### src/rtl/lcbs_pkg.sv
// package: register map, field positions, reset values, codes and timing for link control
package lcbs_pkg;
  // ************************************************************
  // register byte offsets
  // ************************************************************
  localparam logic [7:0] HC_CTRL_SET_OFS = 8'h00;
  localparam logic [7:0] HC_CTRL_CLR_OFS = 8'h04;
  localparam logic [7:0] FAIR_BUDGET_OFS = 8'h08;
  localparam logic [7:0] LINK_CTRL_SET_OFS = 8'h0c;
  localparam logic [7:0] LINK_CTRL_CLR_OFS = 8'h10;
  localparam logic [7:0] CONTEXT_CTRL_OFS = 8'h14;
  localparam logic [7:0] STATUS_OFS = 8'h18;

  // ************************************************************
  // host_controller_control fields
  // ************************************************************
  localparam int HC_LPS_BIT = 0;
  localparam int HC_LINK_EN_BIT = 1;
  localparam int HC_NO_SWAP_BIT = 2;
  localparam int HC_SOFT_RST_BIT = 3;
  localparam logic [3:0] HC_CTRL_RESET = 4'h0;

  // ************************************************************
  // other fields and reset values
  // ************************************************************
  localparam int FAIR_WIDTH = 8;
  localparam logic [7:0] FAIR_BUDGET_RESET = 8'h00;
  localparam logic [31:0] LINK_CTRL_RESET = 32'h0000_0000;
  localparam int CTX_RUN_BIT = 0;
  localparam int ST_LCLK_RUN_BIT = 0;
  localparam int ST_SOFT_RST_BIT = 1;
  localparam int ST_STATE_LSB = 4;
  localparam int ST_USED_LSB = 8;

  // ************************************************************
  // transaction codes
  // ************************************************************
  localparam logic [3:0] TC_WR_QUAD = 4'h0;
  localparam logic [3:0] TC_WR_BLOCK = 4'h1;
  localparam logic [3:0] TC_RD_QUAD = 4'h4;
  localparam logic [3:0] TC_RD_BLOCK = 4'h5;
  localparam logic [3:0] TC_RD_QUAD_RSP = 4'h6;
  localparam logic [3:0] TC_RD_BLOCK_RSP = 4'h7;
  localparam logic [3:0] TC_LOCK_REQ = 4'h9;
  localparam logic [3:0] TC_STREAM = 4'ha;
  localparam logic [3:0] TC_LOCK_RSP = 4'hb;
  localparam logic [3:0] TC_PHY_PKT = 4'he;

  // ************************************************************
  // timing
  // ************************************************************
  localparam int SYS_CLK_PERIOD_NS = 4;
  localparam int LCLK_TIMEOUT_NS = 1000;
  localparam int LCLK_TIMEOUT_CYC = LCLK_TIMEOUT_NS / SYS_CLK_PERIOD_NS;
  localparam int SOFT_RST_CYC = 4;

  typedef enum logic [3:0] {
    LCBS_PWR_OFF = 4'b0001,
    LCBS_PWR_ON = 4'b0010,
    LCBS_PWR_LINKED = 4'b0100,
    LCBS_PWR_RUN = 4'b1000
  } lcbs_pwr_t;
endpackage

### src/rtl/lcbs_swap.sv
// byte order selection for one quadlet of packet data
`timescale 1ns/100ps
module lcbs_swap (
  input wire logic [31:0] quad_in,
  input wire logic [3:0] tcode,
  input wire logic is_header,
  input wire logic is_cycle_time,
  input wire logic no_swap,
  output logic [31:0] quad_out,
  output logic eligible
);
  import lcbs_pkg::*;
  logic do_swap;

  always_comb begin
    unique case (tcode)
      TC_WR_BLOCK, TC_RD_BLOCK_RSP, TC_LOCK_REQ, TC_STREAM, TC_LOCK_RSP: eligible = 1'b1;
      TC_WR_QUAD: eligible = 1'b1;
      TC_RD_QUAD_RSP: eligible = 1'b1;
      default: eligible = 1'b0;
    endcase
    // headers, the local cycle time and phy packets (tcode e) are never swapped
    if (is_header || is_cycle_time || tcode == TC_PHY_PKT) begin
      eligible = 1'b0;
    end
  end

  assign do_swap = eligible && !no_swap;

  // byte reversal only: bit order inside each byte stays msb first
  genvar i;
  generate
    for (i = 0; i < 4; i++) begin : g_byte
      assign quad_out[8*i +: 8] = do_swap ? quad_in[8*(3-i) +: 8] : quad_in[8*i +: 8];
    end
  endgenerate
endmodule

### src/rtl/lcbs_top.sv
// link power sequencing, set/clear control registers, fairness limit and data byte swap
`timescale 1ns/100ps
module lcbs_top #(
  parameter int LINK_CTRL_WIDTH = 32
) (
  input wire logic sys_clk,
  input wire logic rst_n,
  input wire logic clk_en,
  // apb slave
  input wire logic psel,
  input wire logic penable,
  input wire logic pwrite,
  input wire logic [7:0] paddr,
  input wire logic [31:0] pwdata,
  output logic [31:0] prdata,
  output logic pready,
  output logic pslverr,
  // link clock from the phy
  input wire logic link_clk,
  // transmit quadlet stream from dma
  input wire logic tx_valid,
  input wire logic [31:0] tx_data,
  input wire logic [3:0] tx_tcode,
  input wire logic tx_is_header,
  input wire logic tx_is_cycle_time,
  output logic tx_out_valid,
  output logic [31:0] tx_out_data,
  // receive quadlet stream from the phy side
  input wire logic rx_valid,
  input wire logic [31:0] rx_data,
  input wire logic [3:0] rx_tcode,
  input wire logic rx_is_header,
  output logic rx_out_valid,
  output logic [31:0] rx_out_data,
  // priority arbitration
  input wire logic fair_interval_start,
  input wire logic arb_req,
  input wire logic [3:0] arb_tcode,
  output logic arb_grant,
  // enables to the rest of the controller
  output logic phy_access_enable,
  output logic phys_dma_enable,
  output logic cycle_start_enable,
  output logic full_func_enable,
  output logic [LINK_CTRL_WIDTH-1:0] link_ctrl
);
  import lcbs_pkg::*;

  // ************************************************************
  // control state
  // ************************************************************
  logic lps_reg;
  logic link_en_reg;
  logic no_swap_reg;
  logic [2:0] soft_cnt_reg;
  logic [FAIR_WIDTH-1:0] fair_budget_reg;
  logic [LINK_CTRL_WIDTH-1:0] link_ctrl_reg;
  logic ctx_run_reg;
  lcbs_pwr_t pwr_state_reg;
  lcbs_pwr_t pwr_state_next;
  logic soft_rst;
  logic soft_busy;
  logic [FAIR_WIDTH-1:0] pri_used_reg;

  // ************************************************************
  // apb decode
  // ************************************************************
  logic acc;
  logic wr;
  logic rd;
  logic hit;
  assign acc = clk_en && psel && penable && pready;
  assign wr = acc && pwrite;
  assign rd = acc && !pwrite;
  assign hit = paddr == HC_CTRL_SET_OFS || paddr == HC_CTRL_CLR_OFS
            || paddr == FAIR_BUDGET_OFS || paddr == LINK_CTRL_SET_OFS
            || paddr == LINK_CTRL_CLR_OFS || paddr == CONTEXT_CTRL_OFS
            || paddr == STATUS_OFS;
  assign soft_rst = wr && paddr == HC_CTRL_SET_OFS && pwdata[HC_SOFT_RST_BIT];
  assign soft_busy = soft_cnt_reg != 3'h0;

  // one wait-free access phase: ready rises for the cycle after setup
  always_ff @(posedge sys_clk or negedge rst_n) begin
    if (!rst_n) begin
      pready <= 1'b0;
    end else if (clk_en) begin
      pready <= psel && !penable;
    end
  end

  // ************************************************************
  // link clock sampling
  // ************************************************************
  logic [2:0] lclk_sync_reg;
  logic lclk_edge;
  logic [7:0] lclk_idle_reg;
  logic lclk_running_reg;
  localparam logic [7:0] LCLK_TIMEOUT = 8'(LCLK_TIMEOUT_CYC - 1);

  always_ff @(posedge sys_clk or negedge rst_n) begin
    if (!rst_n) begin
      lclk_sync_reg <= 3'h0;
    end else if (clk_en) begin
      lclk_sync_reg <= {lclk_sync_reg[1:0], link_clk};
    end
  end
  assign lclk_edge = lclk_sync_reg[2] != lclk_sync_reg[1];

  // software polls this before touching phy side setup
  always_ff @(posedge sys_clk or negedge rst_n) begin
    if (!rst_n) begin
      lclk_idle_reg <= 8'h00;
      lclk_running_reg <= 1'b0;
    end else if (clk_en) begin
      if (!lps_reg) begin
        lclk_idle_reg <= 8'h00;
        lclk_running_reg <= 1'b0;
      end else if (lclk_edge) begin
        lclk_idle_reg <= 8'h00;
        lclk_running_reg <= 1'b1;
      end else if (lclk_idle_reg == LCLK_TIMEOUT) begin
        lclk_running_reg <= 1'b0;
      end else begin
        lclk_idle_reg <= lclk_idle_reg + 8'h01;
      end
    end
  end

  // ************************************************************
  // host controller control (set / clear)
  // ************************************************************
  always_ff @(posedge sys_clk or negedge rst_n) begin
    if (!rst_n) begin
      soft_cnt_reg <= 3'h0;
    end else if (clk_en) begin
      if (soft_rst) begin
        soft_cnt_reg <= 3'(SOFT_RST_CYC);
      end else if (soft_busy) begin
        soft_cnt_reg <= soft_cnt_reg - 3'h1;
      end
    end
  end

  // power and link enable clear only by reset or soft reset; the clear address ignores them
  always_ff @(posedge sys_clk or negedge rst_n) begin
    if (!rst_n) begin
      lps_reg <= HC_CTRL_RESET[HC_LPS_BIT];
      link_en_reg <= HC_CTRL_RESET[HC_LINK_EN_BIT];
      no_swap_reg <= HC_CTRL_RESET[HC_NO_SWAP_BIT];
    end else if (clk_en) begin
      if (soft_rst || soft_busy) begin
        lps_reg <= 1'b0;
        link_en_reg <= 1'b0;
        no_swap_reg <= HC_CTRL_RESET[HC_NO_SWAP_BIT];
      end else if (wr && paddr == HC_CTRL_SET_OFS) begin
        lps_reg <= lps_reg | pwdata[HC_LPS_BIT];
        link_en_reg <= link_en_reg | pwdata[HC_LINK_EN_BIT];
        no_swap_reg <= no_swap_reg | pwdata[HC_NO_SWAP_BIT];
      end else if (wr && paddr == HC_CTRL_CLR_OFS) begin
        no_swap_reg <= no_swap_reg & ~pwdata[HC_NO_SWAP_BIT];
      end
    end
  end

  // ************************************************************
  // link control, fairness budget, context run
  // ************************************************************
  always_ff @(posedge sys_clk or negedge rst_n) begin
    if (!rst_n) begin
      link_ctrl_reg <= LINK_CTRL_RESET[LINK_CTRL_WIDTH-1:0];
    end else if (clk_en) begin
      if (soft_busy) begin
        link_ctrl_reg <= LINK_CTRL_RESET[LINK_CTRL_WIDTH-1:0];
      end else if (wr && paddr == LINK_CTRL_SET_OFS) begin
        link_ctrl_reg <= link_ctrl_reg | pwdata[LINK_CTRL_WIDTH-1:0];
      end else if (wr && paddr == LINK_CTRL_CLR_OFS) begin
        link_ctrl_reg <= link_ctrl_reg & ~pwdata[LINK_CTRL_WIDTH-1:0];
      end
    end
  end

  always_ff @(posedge sys_clk or negedge rst_n) begin
    if (!rst_n) begin
      fair_budget_reg <= FAIR_BUDGET_RESET;
      ctx_run_reg <= 1'b0;
    end else if (clk_en) begin
      if (soft_busy) begin
        ctx_run_reg <= 1'b0;
      end else if (wr && paddr == CONTEXT_CTRL_OFS) begin
        ctx_run_reg <= pwdata[CTX_RUN_BIT];
      end
      if (wr && paddr == FAIR_BUDGET_OFS) begin
        fair_budget_reg <= pwdata[FAIR_WIDTH-1:0];
      end
    end
  end

  // ************************************************************
  // power sequence state
  // ************************************************************
  // out-of-order enables fall back to the lowest stage reached
  always_comb begin
    pwr_state_next = LCBS_PWR_OFF;
    if (lps_reg && link_en_reg && ctx_run_reg) begin
      pwr_state_next = LCBS_PWR_RUN;
    end else if (lps_reg && link_en_reg) begin
      pwr_state_next = LCBS_PWR_LINKED;
    end else if (lps_reg) begin
      pwr_state_next = LCBS_PWR_ON;
    end
  end

  always_ff @(posedge sys_clk or negedge rst_n) begin
    if (!rst_n) begin
      pwr_state_reg <= LCBS_PWR_OFF;
      phy_access_enable <= 1'b0;
      phys_dma_enable <= 1'b0;
      cycle_start_enable <= 1'b0;
      full_func_enable <= 1'b0;
      link_ctrl <= LINK_CTRL_RESET[LINK_CTRL_WIDTH-1:0];
    end else if (clk_en) begin
      pwr_state_reg <= pwr_state_next;
      phy_access_enable <= lps_reg;
      phys_dma_enable <= lps_reg && link_en_reg;
      cycle_start_enable <= lps_reg && link_en_reg;
      full_func_enable <= lps_reg && link_en_reg && ctx_run_reg;
      link_ctrl <= link_ctrl_reg;
    end
  end

  // ************************************************************
  // read data
  // ************************************************************
  logic [31:0] rd_mux;
  logic [31:0] hc_word;
  logic [31:0] lc_word;
  always_comb begin
    hc_word = 32'h0000_0000;
    hc_word[HC_LPS_BIT] = lps_reg;
    hc_word[HC_LINK_EN_BIT] = link_en_reg;
    hc_word[HC_NO_SWAP_BIT] = no_swap_reg;
    hc_word[HC_SOFT_RST_BIT] = soft_busy;
    lc_word = 32'h0000_0000;
    lc_word[LINK_CTRL_WIDTH-1:0] = link_ctrl_reg;
    rd_mux = 32'h0000_0000;
    unique case (paddr)
      HC_CTRL_SET_OFS, HC_CTRL_CLR_OFS: rd_mux = hc_word;
      FAIR_BUDGET_OFS: rd_mux[FAIR_WIDTH-1:0] = fair_budget_reg;
      LINK_CTRL_SET_OFS, LINK_CTRL_CLR_OFS: rd_mux = lc_word;
      CONTEXT_CTRL_OFS: rd_mux[CTX_RUN_BIT] = ctx_run_reg;
      STATUS_OFS: begin
        rd_mux[ST_LCLK_RUN_BIT] = lclk_running_reg;
        rd_mux[ST_SOFT_RST_BIT] = soft_busy;
        rd_mux[ST_STATE_LSB +: 4] = pwr_state_reg;
        rd_mux[ST_USED_LSB +: FAIR_WIDTH] = pri_used_reg;
      end
      default: rd_mux = 32'h0000_0000;
    endcase
  end

  always_ff @(posedge sys_clk or negedge rst_n) begin
    if (!rst_n) begin
      prdata <= 32'h0000_0000;
      pslverr <= 1'b0;
    end else if (clk_en) begin
      prdata <= (psel && !penable && !pwrite) ? rd_mux : 32'h0000_0000;
      pslverr <= psel && !penable && !hit;
    end
  end

  // ************************************************************
  // data path byte order
  // ************************************************************
  logic [31:0] tx_swapped;
  logic [31:0] rx_swapped;
  logic tx_elig;
  logic rx_elig;

  lcbs_swap u_tx_swap (
    .quad_in(tx_data),
    .tcode(tx_tcode),
    .is_header(tx_is_header),
    .is_cycle_time(tx_is_cycle_time),
    .no_swap(no_swap_reg),
    .quad_out(tx_swapped),
    .eligible(tx_elig)
  );

  // the cycle time never arrives on receive, it is generated locally
  lcbs_swap u_rx_swap (
    .quad_in(rx_data),
    .tcode(rx_tcode),
    .is_header(rx_is_header),
    .is_cycle_time(1'b0),
    .no_swap(no_swap_reg),
    .quad_out(rx_swapped),
    .eligible(rx_elig)
  );

  always_ff @(posedge sys_clk or negedge rst_n) begin
    if (!rst_n) begin
      tx_out_valid <= 1'b0;
      tx_out_data <= 32'h0000_0000;
      rx_out_valid <= 1'b0;
      rx_out_data <= 32'h0000_0000;
    end else if (clk_en) begin
      tx_out_valid <= tx_valid && lps_reg && link_en_reg;
      rx_out_valid <= rx_valid && lps_reg && link_en_reg;
      if (tx_valid) begin
        tx_out_data <= tx_swapped;
      end
      if (rx_valid) begin
        rx_out_data <= rx_swapped;
      end
    end
  end

  // ************************************************************
  // fairness limit
  // ************************************************************
  logic governed;
  logic [FAIR_WIDTH-1:0] pri_cap;
  always_comb begin
    unique case (arb_tcode)
      TC_WR_QUAD, TC_WR_BLOCK, TC_RD_QUAD, TC_RD_BLOCK, TC_LOCK_REQ, TC_STREAM:
        governed = 1'b1;
      default: governed = 1'b0;
    endcase
  end
  // zero budget behaves as one request per interval
  assign pri_cap = (fair_budget_reg == 8'h00) ? 8'h01 : fair_budget_reg;

  always_ff @(posedge sys_clk or negedge rst_n) begin
    if (!rst_n) begin
      pri_used_reg <= 8'h00;
      arb_grant <= 1'b0;
    end else if (clk_en) begin
      arb_grant <= 1'b0;
      if (fair_interval_start) begin
        pri_used_reg <= 8'h00;
      end else if (arb_req && lps_reg && link_en_reg) begin
        if (!governed) begin
          arb_grant <= 1'b1;
        end else if (pri_used_reg < pri_cap) begin
          arb_grant <= 1'b1;
          pri_used_reg <= pri_used_reg + 8'h01;
        end
      end
    end
  end
endmodule

### config.mk
export PLATFORM = sky130hd
export DESIGN_NAME = lcbs_top
export DESIGN_NICKNAME = d
export VERILOG_FILES = /design/src/rtl/lcbs_pkg.sv /design/src/rtl/lcbs_swap.sv /design/src/rtl/lcbs_top.sv
export SDC_FILE = /design/constraint.sdc
export NUM_CORES = 1
export LEC_CHECK = 0
export BUFFER_PORTS_ARGS = -buffer_cell sky130_fd_sc_hd__clkbuf_2
export CORE_MARGIN = 10
export CORE_UTILIZATION = 52
export CTS_CLUSTER_SIZE = 25
export DETAILED_ROUTE_END_ITERATION = 7
export PLACE_DENSITY = 0.85
export SYNTH_ARGS = -nofsm -noshare
export SYNTH_HDL_FRONTEND = slang
export SYNTH_SLANG_ARGS = --single-unit
### constraint.sdc
create_clock -name sys_clk -period 2.7 [get_ports sys_clk]
set_input_delay 0.27 -clock sys_clk [delete_from_list [all_inputs] [get_ports sys_clk]]
set_output_delay 0.27 -clock sys_clk [all_outputs]
set_load 0.02 [all_outputs]
==> Word level (Yosys, flattened, before mapping) <==
Index checks and enable logic that the tools add are counted.
{ "op_classes": {"n_addsub": 3, "magnitude_cmp": 1, "n_eq_ne": 29, "n_mux": 52, "n_bitwise": 8, "n_reduce_logical": 68} }
{ "op_table": {"columns": ["cell", "n"], "rows": [
  ["two-way mux 32 bit", 4],
  ["two-way mux 8 bit", 16],
  ["equality test 4 bit (second input constant)", 10],
  ["bitwise AND 32 bit", 1],
  ["inverter 32 bit", 1],
  ["bitwise OR 32 bit", 1],
  ["equality test 4 x 3 -> 1 bit (second input constant)", 6],
  ["equality test 8 x 5 -> 1 bit (second input constant)", 3],
  ["logical AND 1 bit", 24],
  ["two-way mux 1 bit", 21],
  ["AND reduction 2 bit", 10],
  ["adder 8 x 1 -> 8 bit (second input constant)", 2],
  ["equality test 8 x 4 -> 1 bit (second input constant)", 2],
  ["logical NOT 8 bit", 2],
  ["two-way mux 16 bit", 1],
  ["case mux 8 bit (2 select lines)", 1],
  ["OR reduction 7 bit", 2],
  ["equality test 4 x 1 -> 1 bit (second input constant)", 3],
  ["logical NOT 4 bit", 3],
  ["case mux 4 bit (3 select lines)", 1],
  ["nonzero test 2 bit", 6],
  ["logical OR 1 bit", 10],
  ["two-way mux 3 bit", 3],
  ["nonzero test 3 bit", 3],
  ["19 further kinds", 25]
]} }
{ "totals": {"ff_bits": 207, "inputBits": 130, "out_inout_bits": 137, "elab_cells": 185} }

==> Depth between registers and ports, before layout <==
Gate-level depths: netlist (run 1).
{ "logic_depth": {"depth_word": 9, "depth_mapped": 10} }

==> By module <==
Synthesis (run 1) repeated with hierarchy kept, for this count alone.
{ "hier_totals": {"hier_cells": 842, "area_unflattened_um2": 9897.0} }
{ "by_module_without_submodules": {"columns": ["module", "instances", "cells_per_inst", "area_per_inst_um2", "seq_area_each_um2"], "rows": [
  ["lcbs_top", 1, 758, 8988.6, 5156.2],
  ["lcbs_swap", 2, 42, 454.2, 0.0]
]} }

==> Worst setup path after synthesis (run 1) <==
No wires, ideal clock.
{ "synth_path": {"path_kind": "reg-to-reg", "from": "register pri_used_reg[0]", "to": "register pri_used_reg[5]", "t_arrival_ns": 1.881, "required_ns": 2.578, "path_slack_ns": 0.697, "path_stages_with_launch": 7, "n_path_buf": 0, "path_cell_list": "dfrtp_1 -> or4_1 -> o221ai_1 -> a221oi_2 -> nor4_4 -> mux2i_1 -> nand2_1"} }
{ "synth_via": {"elab_chain_len": 5, "word_cells_on_any_way": 8, "classes_between": "add/sub: 1; order compare: 1; mux: 4; reduce/logical: 2"} }
{ "synth_rtl": {"columns": ["element", "line_no", "rtl"], "rows": [
  ["start: declaration", "lcbs_top.sv:63", "logic [FAIR_WIDTH-1:0] pri_used_reg;"],
  ["start signal: assignment", "lcbs_top.sv:346", "pri_used_reg <= pri_used_reg + 8'h01;"],
  ["adder 8 x 1 -> 8 bit", "lcbs_top.sv:346", null],
  ["two-way mux 8 bit", "lcbs_top.sv:344", "end else if (pri_used_reg < pri_cap) begin"],
  ["two-way mux 8 bit", "lcbs_top.sv:342", "if (!governed) begin"],
  ["two-way mux 8 bit", "lcbs_top.sv:341", "end else if (arb_req && lps_reg && link_en_reg) begin"],
  ["two-way mux 8 bit", "lcbs_top.sv:339", "if (fair_interval_start) begin"]
]} }
Parallel ways exist; a longest one is shown, timed or not. The select of a mux whose other input is x is not followed.
A chain may end at the register's enable or synchronous reset.

==> Worst setup path in the final report (run 1) <==
{ "layout_path": {"from": "register pri_used_reg[3]", "to": "register pri_used_reg[5]"} }
The elaborated chain is that of the path after synthesis.

==> flow_metrics.env, run 1 <==
export IMPL_ir_worst_vdd_v=0.000465
export IMPL_fin_ws_ps=493
export IMPL_antenna_left=0
export IMPL_tightest_slew_ps=672
export IMPL_layout_drive_gt1_share=0.325
export IMPL_grt_pass1_wl_um=43400
export IMPL_seq_area_frac_synth=0.546
export IMPL_whs_ps=11.3
export IMPL_final_area_um2=12000
export IMPL_antenna_found_initial=3
export IMPL_place_ws_ps=447
export IMPL_max_freq_mhz=453
export IMPL_dr_pass1_iters=6
export IMPL_final_hold_viol_count=0
export IMPL_nets=1299
export IMPL_synthCells=893
export IMPL_r2r_start="pri_used_reg[3]"
export IMPL_slew_headroom=0.552
export IMPL_vias=7981
export IMPL_ys_flop_type="dfrtp_1"
export IMPL_layout_commonest_cell="clkbuf_2"
export IMPL_finalWirelength_um=27800
export IMPL_cts_sinks=206
export IMPL_grt_max_degree=82
export IMPL_cp_arrival_ps=2600
export IMPL_rsz0062_at_grt="false"
export IMPL_cp_required_ps=3090
export IMPL_final_cell_mix="clkbuf_2 (265), dfrtp_1 (205), a21oi_1 (105), nand2_1 (98), nor2_1 (79)"
export IMPL_slew_violations=0
export IMPL_hp_class="in2reg"
export IMPL_syn_to_final_growth_pct=27.2
export IMPL_synthesis_nets=1035
export IMPL_crit_path_start_kind="flip-flop"
export IMPL_status="completed"
export IMPL_io_pins=267
export IMPL_die_h_um=155
export IMPL_coreArea_um2=17900
export IMPL_min_period_over_period=0.817
export IMPL_place_gp_congestion=0.864
export IMPL_fin_skew_ps=30.3
export IMPL_numCtsBuffers=23
export IMPL_dpl_cell_area_um2=11000
export IMPL_path_max_fanout=8
export IMPL_portBuffers=266
export IMPL_min_delay_path_depth=3
export IMPL_r2r_end="pri_used_reg[5]"
export IMPL_drt_iter0_markers=548
export IMPL_crit_end="pri_used_reg[5]"
export IMPL_h_tree_depth=1
export IMPL_drv_cap=0
export IMPL_critPathKind="reg2reg"
export IMPL_post_route_drc_count=0
export IMPL_clock_root_buffer="clkbuf_16"
export IMPL_dp_cells=1350
export IMPL_crit_path_start="pri_used_reg[3]"
export IMPL_grt_pass1_vias=8102
export IMPL_ys_ff_latch=206
export IMPL_synth_edf_count=0
export IMPL_dieWidth_um=155
export IMPL_leakagePower_nw=5.68
export IMPL_layout_min_cycle_time_ps=2210
export IMPL_yosysWarnings=0
export IMPL_finalPower_mw=7.94
export IMPL_ctsResizeCount=0
export IMPL_start_util=0.527
export IMPL_cts_tree="built"
export IMPL_reg2reg_depth=6
export IMPL_path_clk_slew_ps=60
export IMPL_viasPerCell=5.67
export IMPL_endpoint_kind="flip-flop"
export IMPL_die_area_um2=23900
export IMPL_power_density_nw_per_um2=661
export IMPL_wl_per_cell_um=19.8
export IMPL_final_util=0.671
export IMPL_fp_row_count=49
export IMPL_clk_insertion_delay_late_ps=510
export IMPL_cts_buffer_depth=3
export IMPL_synth_distinct_cells=56
export IMPL_grt_ovfl_total=0
export IMPL_setup_tns_ps=0
export IMPL_dp_hpwl_um=20000
export IMPL_synth_area_um2=9440
export IMPL_instances_no_fill=1407
export IMPL_setup_viol=0
export IMPL_async_flop_share=1.00
export IMPL_r2r_slack_ps=490
export IMPL_grt_use_total=0.220
export IMPL_syn_area_per_cell_um2=10.6
power breakdown:
group          internal (mW)  switching [mW]  total, mW  leakage (nW)
Sequential              3.26          0.0947       3.35          2.63
Combinational          0.404           0.749       1.15          2.65
Clock                   2.16            1.27       3.43         0.409
final cells by class:
cell class | instances | area (um2)
fill | 1374 | 5890
sequential | 206 | 5160
multi-input combinational | 608 | 3960
timing repair buffer | 298 | 1670
clock buffer | 28 | 634
tap | 229 | 287
clock inverter | 14 | 214
inverter | 20 | 75.1
antenna | 4 | 10.0
layer usage:
| metal | vias to the layer above | part of all wire | track usage |
|---|---|---|---|
| li1 | 3735 | - | - |
| met1 | 3882 | 0.40 | 0.268 |
| met4 | 0 | 0.028 | 0.0783 |
| met3 | 57 | 0.066 | 0.0496 |
| met5 | - | 0 | 0 |
| met2 | 307 | 0.50 | 0.373 |
worst max-delay path, stage by stage (launching register included):
cell	delay, ps
dfrtp_1	490
ha_1	380
a211oi_1	320
a221oi_2	210
nor4_4	410
mux2i_1	230
nand2_1	70
synth_stat cells (12+ instances only):
master     count  area share
a21oi_1      106       0.056
a22o_1        19       0.018
a22oi_1       12      0.0095
clkbuf_1      38       0.015
dfrtp_1      205        0.54
ha_1          12       0.016
inv_1         20      0.0080
mux2_2        36       0.043
mux2i_1       68       0.072
nand2_1       98       0.039
nand3_1       38       0.020
nor2_1        79       0.031
o21ai_0       25       0.013
o2bb2ai_1     23       0.021
worst min-delay path by stage:
stage                    start                to
finish              pwdata[14]       lc_word[14]
global route          link_clk  lclk_sync_reg[0]
CTS                 pwdata[29]       lc_word[29]
detailed placement       rst_n       lc_word[17]
global placement         rst_n        prdata[17]
floorplan                rst_n         arb_grant
cells by family (layout without fill, tap and decap cells):
kind of cell | Yosys count | in the layout | share of synthesized area
simple gates | 270 | 270 | 0.133
mux | 104 | 104 | 0.115
fa+ha+maj | 12 | 12 | 0.0159
buf+inv | 79 | 360 | 0.0371
flops | 206 | 206 | 0.546
xor+xnor | 10 | 10 | 0.00928
other cells | 0 | 4 | 0
compound gates | 212 | 212 | 0.143
repair_timing:
item / CTS / global route
hold endpoints to repair: 85 / 0
hold buffers: 11 / 0
buffers inserted: 0 / 0
No activity file was read; power rests on OpenSTA's default activity.
==> run 2, diff against run 1 <==
- ABC_AREA: not set -> 1
- CORE_UTILIZATION: 52 -> 48
- PLACE_DENSITY: 0.85 -> 0.82
- clock period: 2.7 -> 1.8 ns (I/O delays scaled with it)
==> flow_metrics.env, run 2 <==
export IMPL_ir_worst_vdd_v=0.000671
export IMPL_layout_drive_gt1_share=0.243
export IMPL_post_route_drc_count=0
export IMPL_clock_root_buffer="clkbuf_16"
export IMPL_drt_iter0_markers=1038
export IMPL_crit_path_start_kind="flip-flop"
export IMPL_hp_class="in2reg"
export IMPL_numCtsBuffers=22
export IMPL_synth_top_area_share=0.532
export IMPL_synth_common_cells="nand2_1 (293), o21ai_0 (228), dfrtp_1 (205), nor2_1 (102), inv_1 (95)"
export IMPL_grt_pass1_wl_um=50200
export IMPL_dpl_cell_area_um2=11600
export IMPL_start_util=0.492
export IMPL_dr_pass1_iters=5
export IMPL_vias=9744
export IMPL_final_area_um2=13000
export IMPL_synthesis_nets=1323
export IMPL_tightest_slew_ps=422
export IMPL_grt_pass1_vias=9753
export IMPL_nFillCells=1575
export IMPL_slew_violations=0
export IMPL_endpoint_kind="flip-flop"
export IMPL_syn_to_final_growth_pct=35.2
export IMPL_layout_min_cycle_time_ps=1670
export IMPL_power_density_nw_per_um2=914
export IMPL_synth_most_common_cell="nand2_1"
export IMPL_slew_headroom=0.716
export IMPL_clk_insertion_delay_late_ps=510
export IMPL_ys_flop_type="dfrtp_1"
export IMPL_cp_required_ps=2250
export IMPL_drv_cap=0
export IMPL_fin_skew_ps=11.2
export IMPL_final_cell_mix="nand2_1 (292), clkbuf_2 (265), o21ai_0 (227), dfrtp_1 (205), nor2_1 (100)"
export IMPL_min_period_over_period=0.927
export IMPL_leakagePower_nw=6.50
export IMPL_yosys_area_top_type="dfrtp_1"
export IMPL_grt_max_degree=75
export IMPL_viasPerCell=5.35
export IMPL_grt_use_total=0.231
export IMPL_yosysWarnings=0
export IMPL_cts_buffer_depth=3
export IMPL_portBuffers=266
export IMPL_dp_hpwl_um=22100
export IMPL_setup_tns_ps=0
export IMPL_place_gp_congestion=0.917
export IMPL_die_area_um2=26100
export IMPL_dieWidth_um=162
export IMPL_synthCells=1181
export IMPL_path_clk_slew_ps=60
export IMPL_instances_no_fill=1820
export IMPL_path_max_fanout=8
export IMPL_async_flop_share=1.00
export IMPL_wl_per_cell_um=17.1
export IMPL_synthTopCellsByArea="dfrtp_1 (53%), o21ai_0 (12%), nand2_1 (11%), nand3_1 (4.2%), nor2_1 (4.0%)"
export IMPL_synth_edf_count=0
export IMPL_layout_commonest_cell="nand2_1"
export IMPL_coreArea_um2=19600
export IMPL_rsz0062_at_grt="true"
export IMPL_final_util=0.665
export IMPL_io_pins=267
export IMPL_dp_cells=1709
export IMPL_critPathKind="reg2reg"
export IMPL_finalWirelength_um=31100
export IMPL_synth_area_um2=9640
export IMPL_syn_area_per_cell_um2=8.16
export IMPL_setup_viol=0
export IMPL_ys_ff_latch=206
export IMPL_antenna_found_initial=1
export IMPL_die_h_um=162
export IMPL_post_cts_buffers=0
export IMPL_final_hold_viol_count=0
export IMPL_cts_tree="built"
export IMPL_h_tree_depth=1
export IMPL_fp_row_count=51
export IMPL_status="completed"
export IMPL_max_freq_mhz=599
export IMPL_seq_area_frac_synth=0.535
export IMPL_cts_sinks=206
export IMPL_synth_distinct_cells=40
export IMPL_cp_arrival_ps=2110
export IMPL_grt_ovfl_total=0
export IMPL_antenna_left=0
export IMPL_nets=1682
export IMPL_r2r_slack_ps=130
## run 2: cell types whose count changed after synthesis, moves of 36 or more
cell | before | now
mux2i_1 | 68 | 0
mux2_2 | 36 | 0
o21ai_0 | 25 | 228
nand3_1 | 38 | 80
nand2_1 | 98 | 293
a21oi_1 | 106 | 43
inv_1 | 20 | 95
## run 2: critical path: stages, from the launching register on
cell	delay [ps]
dfrtp_1	370
inv_1	110
ha_4	220
a21oi_2	110
nor2_1	60
a211oi_2	290
nand3_4	140
nand2_2	160
nand2_1	80
nand2_1	70
## run 2: final cells by class
class | instances | area [um2] | share of cell area
Clock buffer | 32 | 649 | 0.0498
Multi-Input combinational cell | 820 | 3920 | 0.301
Clock inverter | 6 | 30.0 | 0.00230
Timing Repair Buffer | 392 | 2580 | 0.198
Antenna cell | 1 | 2.50 | 0.000192
Inverter | 98 | 368 | 0.0282
Tap cell | 265 | 332 | 0.0254
Sequential cell | 206 | 5160 | 0.396
## run 2: final timing paths
| kind | start | endpoint | cells past startpoint |
|---|---|---|---|
| min in group asynchronous | rst_n | rx_out_data[5] | 2 |
| max in group asynchronous | rst_n | prdata[22] | 3 |
| worst max register to register | fair_budget_reg[5] | pri_used_reg[5] | 9 |
| worst min-delay path | tx_data[15] | tx_out_data[15] | 3 |
| worst min register to register | link_ctrl[21] | link_ctrl[21] | 2 |
| worst max-delay path | fair_budget_reg[5] | pri_used_reg[5] | 9 |
## run 2: timing repair
action / 4_1_cts / 5_1_grt
hold endpoints to repair: 141 / 0
hold buffers: 72 / 0
gates resized for setup: 0 / 14
endpoints found under the setup margin: 0 / 12
## run 2: logic make-up after synthesis
group,synth area share
simple gates,0.214
compound gates,0.167
flops,0.535
buf+inv,0.0641
fa+ha+maj,0.0156
xor+xnor,0.00364
## run 2: stage by stage
step	worst slack (ps)	hold WS [ps]	power [mW]
floorplan	83.5	-116	6.47
finish	131	10.3	11.9
detailed placement	39.4	157	7.50
CTS	27.5	0.448	12.0
global placement	88.2	156	7.44
global route	1.42	20.9	12.5
## run 2: power by group
| part | switching (mW) | internal [mW] |
|---|---|---|
| clock | 1.82 | 2.49 |
| sequential | 0.248 | 4.98 |
| combinational | 1.53 | 0.847 |
## run 2: per-layer routing
layer / track usage / routed length, um
met3: 0.0612 / 2880
met2: 0.371 / 14400
met5: 0 / 0
met1: 0.295 / 12800
met4: 0.0840 / 1050
